--- config.mk ---
export PLATFORM = sky130hd
export DESIGN_NAME = pmbr_bridge
export DESIGN_NICKNAME = d
export VERILOG_FILES = /design/src/design/pmbr_pkg.sv /design/src/design/pmbr_bridge.sv
export VERILOG_INCLUDE_DIRS = /design/src /design/src/design
export SDC_FILE = /design/constraint.sdc
export NUM_CORES = 1
export LEC_CHECK = 0
export BUFFER_PORTS_ARGS = -buffer_cell sky130_fd_sc_hd__buf_2
export CAP_MARGIN = 20
export CORE_ASPECT_RATIO = 1.25
export CORE_UTILIZATION = 52
export CTS_CLUSTER_DIAMETER = 60
export CTS_CLUSTER_SIZE = 40
export DETAILED_ROUTE_END_ITERATION = 12
export GPL_TIMING_DRIVEN = 0
export PLACE_DENSITY = 0.79
export SETUP_SLACK_MARGIN = 0.5
export SYNTH_ARGS = -nofsm -noshare
export SYNTH_HDL_FRONTEND = slang
export SYNTH_SLANG_ARGS = --single-unit
--- constraint.sdc ---
create_clock -name pclk -period 2.7 [get_ports pclk]
set_input_delay 0 -clock pclk [delete_from_list [all_inputs] [get_ports pclk]]
set_output_delay 0 -clock pclk [all_outputs]
set_load 0.005 [all_outputs]
--- src/design/pmbr_regs.svh ---
// Register offsets, field positions and reset values of the burst read bridge.
// Assumes a 12-bit APB byte address with one aligned 32-bit word per register.
`ifndef PMBR_REGS_SVH
`define PMBR_REGS_SVH

`define PMBR_ADDR_W 12
`define PMBR_CTRL_OFF 12'h000
`define PMBR_STAT_OFF 12'h004
`define PMBR_DWCNT_OFF 12'h008

`define PMBR_CTRL_EN_BIT 0
`define PMBR_CTRL_RST 1'b1

`define PMBR_STAT_CODE_LSB 0
`define PMBR_STAT_TERM_LSB 4
`define PMBR_STAT_CNT_LSB 8

`define PMBR_CNT_W 16
`define PMBR_DWCNT_RST 32'h00000000

`endif

--- src/design/pmbr_pkg.sv ---
// Types shared by the burst read bridge: controller states and the state record.
// Assumes the constants header is compiled alongside.
`include "pmbr_regs.svh"

package pmbr_pkg;

    typedef enum logic [2:0] {
        PMBR_IDLE,
        PMBR_WAIT_GNT,
        PMBR_ALOAD,
        PMBR_ADDR,
        PMBR_DATA,
        PMBR_TURN,
        PMBR_REL
    } pmbr_fsm_type;

    typedef struct packed {
        pmbr_fsm_type fsm;
        logic enable;
        logic apb_ready;
        logic apb_err;
        logic [31:0] prdata;
        logic reqn;
        logic framen;
        logic framen_oe;
        logic req64n;
        logic irdyn;
        logic irdyn_oe;
        logic [31:0] ad_out;
        logic ad_oe;
        logic [3:0] cben_out;
        logic cben_oe;
        logic [31:0] addr;
        logic [3:0] cmd;
        logic [`PMBR_CNT_W-1:0] len;
        logic [`PMBR_CNT_W-1:0] count;
        logic half;
        logic [63:0] rdata;
        logic low_n;
        logic high_n;
        logic [3:0] state_code;
        logic [3:0] term;
        logic [31:0] dw_count;
    } pmbr_state_type;

endpackage : pmbr_pkg

--- src/design/pmbr_bridge.sv ---
// PCI 32-bit master burst read bridge feeding a 64-bit local read bus, with an APB register port.
// Assumes PCI pins resolved outside from the output enables and all inputs synchronous to pclk.
//
// Notes on behaviour
// RULE1: Each completed DWORD goes to the local read bus, odd ones on [31:0], even ones on [63:32], and the count drops.
// RULE2: One cycle after target and local ready were both asserted, the strobe of the new half asserts and the other clears; code: irdy, not local ready.
// RULE3: The local master captures the indicated half while its strobe is asserted and advances its own address.
// RULE4: Initiator ready is asserted in every cycle that follows a cycle with the local ready asserted; code: only in data phases, not after the last.
// RULE5: In the last data phase of the burst, frame and the 64-bit request are deasserted.
// RULE6: A data phase completes when initiator and target ready are both asserted, and each moves exactly one DWORD.
// RULE7: Forwarding the final DWORD brings the burst counter to zero.
// RULE8: After the final phase frame, req64 and byte enables are released, irdy deasserts, status reads normal termination.
// RULE9: The target keeps target ready asserted and drives the next DWORD while it can supply data.
// RULE10: In the turnaround the target releases the address/data lines and deasserts devsel and target ready.
// RULE11: The local master holds its ready while it can accept and drops it once the burst is read.
// RULE12: In the idle cycle after the turnaround, irdy is released and both strobes deassert.
// RULE13: The local master starts with its 32-bit request together with address, command and burst length.
// RULE14: In the address phase the burst counter loads the burst length given with the request.
// RULE15: Status and termination codes are parameters of the design.
//
// Implementation choices: register access over APB and the register offsets.
`timescale 1ns/10ps

module pmbr_bridge #(
    parameter int CNT_W = 16,
    parameter logic [3:0] ST_IDLE = 4'h0, // [RULE15]
    parameter logic [3:0] ST_ALOAD = 4'h1, // [RULE15]
    parameter logic [3:0] ST_TRANS = 4'h2, // [RULE15]
    parameter logic [3:0] ST_TERM = 4'h3, // [RULE15]
    parameter logic [3:0] TERM_NONE = 4'h0, // [RULE15]
    parameter logic [3:0] TERM_NORMAL = 4'h1 // [RULE15]
) (
    input wire logic pclk,
    input wire logic presetn,
    input wire logic ce,
    input wire logic psel,
    input wire logic penable,
    input wire logic pwrite,
    input wire logic [`PMBR_ADDR_W-1:0] paddr,
    input wire logic [31:0] pwdata,
    output logic [31:0] prdata,
    output logic pready,
    output logic pslverr,
    input wire logic gntn,
    output logic reqn,
    output logic framen_out,
    output logic framen_oe,
    output logic req64n_out,
    output logic req64n_oe,
    output logic irdyn_out,
    output logic irdyn_oe,
    input wire logic trdyn,
    input wire logic [31:0] ad_in,
    output logic [31:0] ad_out,
    output logic ad_oe,
    output logic [3:0] cben_out,
    output logic cben_oe,
    input wire logic narrow_request_n,
    input wire logic [31:0] local_start_addr,
    input wire logic [3:0] local_cmd_byte_en,
    input wire logic [CNT_W-1:0] requested_burst_len,
    input wire logic local_master_ready_n,
    output logic [63:0] local_read_data,
    output logic low_half_xfer_strobe_n,
    output logic high_half_xfer_strobe_n,
    output logic [CNT_W-1:0] burst_remaining_count,
    output logic [3:0] local_master_state_code,
    output logic [3:0] termination_kind
);

    generate
        if (CNT_W < 1 || CNT_W > `PMBR_CNT_W)
        begin : g_bad_cnt_w
            $error("CNT_W must lie between 1 and the status counter field width");
        end
    endgenerate

    localparam pmbr_pkg::pmbr_state_type RST_STATE = '{
        fsm: pmbr_pkg::PMBR_IDLE,
        enable: `PMBR_CTRL_RST,
        reqn: 1'b1,
        framen: 1'b1,
        req64n: 1'b1,
        irdyn: 1'b1,
        low_n: 1'b1,
        high_n: 1'b1,
        state_code: ST_IDLE,
        term: TERM_NONE,
        dw_count: `PMBR_DWCNT_RST,
        default: '0
    };

    pmbr_pkg::pmbr_state_type s_q;
    pmbr_pkg::pmbr_state_type s_d;
    logic phase_done;
    logic last_phase;

    // Completion uses the registered irdy, which is what the target really sees on the wire.
    assign phase_done = (s_q.fsm == pmbr_pkg::PMBR_DATA) && !s_q.irdyn && !trdyn; // [RULE6]
    assign last_phase = (s_q.count <= `PMBR_CNT_W'(1));

    always_comb
    begin
        s_d = s_q;
        if (ce)
        begin
            // APB: two-cycle access, answered at the second access edge.
            if (psel && penable && !s_q.apb_ready)
            begin
                s_d.apb_ready = 1'b1;
                s_d.apb_err = 1'b0;
                s_d.prdata = 32'h00000000;
                unique case (paddr)
                    `PMBR_CTRL_OFF:
                    begin
                        if (pwrite)
                        begin
                            s_d.enable = pwdata[`PMBR_CTRL_EN_BIT];
                        end
                        else
                        begin
                            s_d.prdata[`PMBR_CTRL_EN_BIT] = s_q.enable;
                        end
                    end
                    `PMBR_STAT_OFF:
                    begin
                        s_d.prdata[`PMBR_STAT_CODE_LSB +: 4] = s_q.state_code;
                        s_d.prdata[`PMBR_STAT_TERM_LSB +: 4] = s_q.term;
                        s_d.prdata[`PMBR_STAT_CNT_LSB +: `PMBR_CNT_W] = s_q.count;
                    end
                    `PMBR_DWCNT_OFF:
                    begin
                        s_d.prdata = s_q.dw_count;
                    end
                    default:
                    begin
                        s_d.apb_err = 1'b1;
                    end
                endcase
            end
            else
            begin
                s_d.apb_ready = 1'b0;
                s_d.apb_err = 1'b0;
            end

            unique case (s_q.fsm)
                pmbr_pkg::PMBR_IDLE:
                begin
                    if (s_q.enable && !narrow_request_n)
                    begin
                        s_d.addr = local_start_addr;
                        s_d.cmd = local_cmd_byte_en;
                        s_d.len = `PMBR_CNT_W'(requested_burst_len);
                        s_d.reqn = 1'b0;
                        s_d.term = TERM_NONE;
                        s_d.fsm = pmbr_pkg::PMBR_WAIT_GNT;
                    end
                end
                pmbr_pkg::PMBR_WAIT_GNT:
                begin
                    if (!gntn)
                    begin
                        s_d.state_code = ST_ALOAD;
                        s_d.fsm = pmbr_pkg::PMBR_ALOAD;
                    end
                end
                pmbr_pkg::PMBR_ALOAD:
                begin
                    s_d.framen = 1'b0;
                    s_d.framen_oe = 1'b1;
                    s_d.req64n = 1'b0;
                    s_d.ad_out = s_q.addr;
                    s_d.ad_oe = 1'b1;
                    s_d.cben_out = s_q.cmd;
                    s_d.cben_oe = 1'b1;
                    s_d.count = s_q.len; // [RULE14]
                    s_d.half = 1'b0;
                    s_d.reqn = 1'b1;
                    s_d.state_code = ST_TRANS;
                    s_d.fsm = pmbr_pkg::PMBR_ADDR;
                end
                pmbr_pkg::PMBR_ADDR:
                begin
                    s_d.ad_oe = 1'b0;
                    s_d.cben_out = local_cmd_byte_en;
                    s_d.irdyn = local_master_ready_n; // [RULE4]
                    s_d.irdyn_oe = 1'b1;
                    // A one-word burst has its only phase as the last one.
                    s_d.framen = last_phase; // [RULE5]
                    s_d.req64n = last_phase;
                    s_d.fsm = pmbr_pkg::PMBR_DATA;
                end
                pmbr_pkg::PMBR_DATA:
                begin
                    s_d.cben_out = local_cmd_byte_en;
                    s_d.irdyn = local_master_ready_n; // [RULE4]
                    s_d.low_n = 1'b1;
                    s_d.high_n = 1'b1;
                    if (phase_done)
                    begin
                        // Odd DWORDs land low, even ones high; the strobe drops low with the data.
                        if (!s_q.half)
                        begin
                            s_d.rdata[31:0] = ad_in; // [RULE1]
                            s_d.low_n = 1'b0; // [RULE2]
                        end
                        else
                        begin
                            s_d.rdata[63:32] = ad_in; // [RULE1]
                            s_d.high_n = 1'b0; // [RULE2]
                        end
                        s_d.half = !s_q.half;
                        s_d.count = s_q.count - `PMBR_CNT_W'(1); // [RULE1] [RULE7]
                        s_d.dw_count = s_q.dw_count + 32'h00000001; // [RULE6]
                        if (last_phase)
                        begin
                            s_d.framen_oe = 1'b0; // [RULE8]
                            s_d.framen = 1'b1;
                            s_d.req64n = 1'b1;
                            s_d.cben_oe = 1'b0;
                            s_d.irdyn = 1'b1;
                            s_d.state_code = ST_TERM;
                            s_d.term = TERM_NORMAL;
                            s_d.fsm = pmbr_pkg::PMBR_TURN;
                        end
                        else if (s_q.count == `PMBR_CNT_W'(2))
                        begin
                            s_d.framen = 1'b1; // [RULE5]
                            s_d.req64n = 1'b1;
                        end
                    end
                end
                pmbr_pkg::PMBR_TURN:
                begin
                    s_d.irdyn_oe = 1'b0; // [RULE12]
                    s_d.irdyn = 1'b1;
                    s_d.low_n = 1'b1;
                    s_d.high_n = 1'b1;
                    s_d.fsm = pmbr_pkg::PMBR_REL;
                end
                pmbr_pkg::PMBR_REL:
                begin
                    // One idle cycle keeps back-to-back bursts from overlapping the release.
                    s_d.fsm = pmbr_pkg::PMBR_IDLE;
                end
                default:
                begin
                    s_d.fsm = pmbr_pkg::PMBR_IDLE;
                end
            endcase
            // DWORD counter write clears it, unless a DWORD lands in the same cycle.
            if (psel && penable && !s_q.apb_ready && pwrite && paddr == `PMBR_DWCNT_OFF && !phase_done)
            begin
                s_d.dw_count = `PMBR_DWCNT_RST;
            end
        end
    end

    always_ff @(posedge pclk or negedge presetn)
    begin
        if (!presetn)
        begin
            s_q <= RST_STATE;
        end
        else
        begin
            s_q <= s_d;
        end
    end

    assign prdata = s_q.prdata;
    assign pready = s_q.apb_ready;
    assign pslverr = s_q.apb_err;
    assign reqn = s_q.reqn;
    assign framen_out = s_q.framen;
    assign framen_oe = s_q.framen_oe;
    assign req64n_out = s_q.req64n;
    assign req64n_oe = s_q.framen_oe;
    assign irdyn_out = s_q.irdyn;
    assign irdyn_oe = s_q.irdyn_oe;
    assign ad_out = s_q.ad_out;
    assign ad_oe = s_q.ad_oe;
    assign cben_out = s_q.cben_out;
    assign cben_oe = s_q.cben_oe;
    assign local_read_data = s_q.rdata;
    assign low_half_xfer_strobe_n = s_q.low_n;
    assign high_half_xfer_strobe_n = s_q.high_n;
    assign burst_remaining_count = s_q.count[CNT_W-1:0];
    assign local_master_state_code = s_q.state_code;
    assign termination_kind = s_q.term;
endmodule : pmbr_bridge

==> out/metrics.csv <==
metric;value;unit
gpl congestion;0.906;
Synth cell types;57;
Worst EP required;3.13;ns
Avg WL per Cell;18.1;um
IO Pins;307;
Primary FF master, synth;dfrtp_1;
final instance area;16200;um^2
period utilization;0.839;
Final Hold Viols;0;
DRC viols;0;
n_diodes;0;
Slew HR;0.497;
fin crit period;2.27;ns
setup ws final;0.434;ns
htree depth;1;
worst vdd ir;0.000635;V
Nets;1736;
core area;22400;um^2
Cell Area, Placed;13700;um^2
CP Launch Type;flip-flop;
Worst-Margin Slew;0.746;ns
initial antenna violation count;0;
ys async rst share;1.00;
yosys warns;0;
Die Area;23500;um^2
Hold Crit Class;input port to flip-flop;
Gate Count Post-Synth;1174;
area delta synth->final;35.8;%
status;finished clean;
total power draw;10.7;mW
Vias;10400;
Vias/cell;5.51;
Reg clk slew, reported paths;0.10;ns
Starting Density;0.532;
Mean Syn Cell Area;10.1;um^2
vias in the first global route;10500;
Iter 0 DRT Violations;856;
Power per Cell Area;663;nW/um^2
root buf cell;clkbuf_16;
Slew Viols, Final;0;
worst skew pair latency;0.56;ns
Final TNS setup;0;ns
hold slack final;0.0104;ns
total CTS buffers;20;
die height;171;um
worst slack at placement;-0.0109;ns
CTS max path bufs;3;
Setup-failing EPs final;0;
share of cells above drive strength 1;0.419;
crit path max fanout;6;
row cnt;61;
Setup Crit Path Kind;flip-flop to flip-flop;
first-pass GRT wire length;52800;um
pin count of the biggest net entering global routing;111;
number of max-cap violations;0;
Die Width;137;um
endpoint class of the critical path;flip-flop;
CTS Sinks;250;
Tot GR Track Use;0.288;
DP Wirelength;22000;um
clk_skew;0.0610;ns
CTS tree;built;
leakage;8.48;nW
Yosys reg bits;250;
global route overflow;0;
final WL;34300;um
RSZ-0062 raised after global routing;yes;
Post-synth EDFFs;0;
sequential fraction of the synthesis area;0.526;
cell area after synthesis;11900;um^2
drt pass-1 iters;6;
I/O Buffers;269;
Routed Antenna Nets;0;
f_max;0.441;GHz
CP arrival;2.69;ns
==> kinds of logic (layout without fill, tap and decap cells) <==
logic type                 after synthesis  after routing  synth area share
AOI/OAI and AO/OA                      204            204             0.107
DFF                                    250            250             0.526
adders and majority gates                4              4           0.00420
and+or+nand+nor                        394            394             0.153
muxes                                   89             89            0.0838
buffers and inverters                  232            662             0.125
other                                    1              5          0.000315
==> what timing repair did <==
| action | CTS | global route |
|---|---|---|
| endpoints found under the setup margin | 188 | 124 |
| hold buffers | 95 | 0 |
| hold endpoints to repair | 377 | 0 |
| pin swaps | 32 | 18 |
| setup buffers | 14 | 8 |
| gates resized for setup | 86 | 62 |
| gates cloned | 4 | 2 |
==> per-layer routing <==
| layer | vias to the layer above | GRT usage | share of wire |
|---|---|---|---|
| li1 | 4732 | - | - |
| met1 | 5004 | 0.338 | 0.37 |
| met2 | 546 | 0.496 | 0.51 |
| met3 | 146 | 0.0604 | 0.077 |
| met4 | 0 | 0.142 | 0.049 |
| met5 | - | 0 | 0 |
==> Yosys cell counts (all sizes together) (2+ instances only) <==
cell type	instances	share of area
a21oi	44	0.019
a22o	13	0.0096
a22oi	24	0.015
a31oi	6	0.0032
a32o	2	0.0017
a32oi	8	0.0059
a41oi	4	0.0036
and2	2	0.0011
and3	6	0.0032
and4	5	0.0037
buf	181	0.11
clkbuf	39	0.012
dfrtp	244	0.51
dfstp	6	0.013
ha	4	0.0042
inv	12	0.0038
mux2	85	0.080
mux2i	4	0.0034
nand2	247	0.078
nand2b	6	0.0032
nand3	12	0.0050
nand4	15	0.0079
nand4b	3	0.0022
nor2	39	0.012
nor2b	2	0.0011
nor3	12	0.0064
nor3b	4	0.0025
nor4	9	0.0065
o21ai	82	0.034
o31ai	12	0.0076
o41ai	2	0.0015
or2	3	0.0016
or3	12	0.0063
or4	12	0.0076
==> power by group <==
part	internal [mW]	switching, mW
Sequential	4.21	0.377
Clock	1.54	1.72
Combinational	1.49	1.37
==> final cells by class <==
cell class	instances	area, um^2
tap	283	354
sequential	250	6270
multi-input combinational	696	4470
inverter	12	45.0
timing repair buffer	394	2670
clock buffer	21	504
buffer	220	1610
clock inverter	15	245
fill	1508	6200
==> cell usage in the layout, fill, tap and decap left out, types with 7 or more instances in the layout <==
cell type	n
buf_2	277
nand2_1	245
dfrtp_1	240
buf_4	180
dlygate4sd3_1	94
mux2_2	75
o21ai_0	67
a21oi_1	38
nor2_1	34
clkbuf_1	26
a22oi_1	24
clkbuf_16	22
nand4_1	15
o21ai_1	13
a22o_1	13
inv_1	12
nand3_1	12
or3_1	10
buf_6	10
mux2_4	10
nor3_1	8
a32oi_1	8
buf_8	7
or4_1	7
==> worst paths after layout <==
path / start / cells past startpoint / endpoint / slack [ns]
worst max-delay path: s_q[254] / 9 / s_q[30] / 0.43
worst min-delay path: ce / 4 / termination_kind[0] / 0.01
worst max register to register: s_q[254] / 9 / s_q[30] / 0.43
worst min register to register: s_q[151] / 2 / ad_out[8] / 0.46
max in group asynchronous: presetn / 4 / burst_remaining_count[5] / 1.43
min in group asynchronous: presetn / 3 / local_read_data[5] / 0.47
==> per-stage QoR <==
| step | std cells | util |
|---|---|---|
| finish | 1891 | 0.723 |
| floorplan | 1178 | - |
| detailed placement | 1732 | 0.612 |
| CTS | 1881 | 0.711 |
| global placement | 1730 | 0.609 |
| global route | 1891 | 0.723 |
==> critical path, cell delays in order, from the launching register on <==
cell      delay (ns)
dfrtp_1         0.40
clkbuf_8        0.14
or3b_4          0.37
buf_6           0.14
nor3_4          0.16
buf_6           0.15
a31oi_4         0.06
buf_6           0.17
or4_4           0.41
a21oi_2         0.14
==> registers in the layout, summed over array words and instances, names as in the netlist, 2 cells and up <==
register                 flops
burst_remaining_count       16
s_q                         89
local_read_data             64
ad_out                      32
cben_out                     4
prdata                      32
local_master_state_code      2
Power figures use the tool's default switching activity.
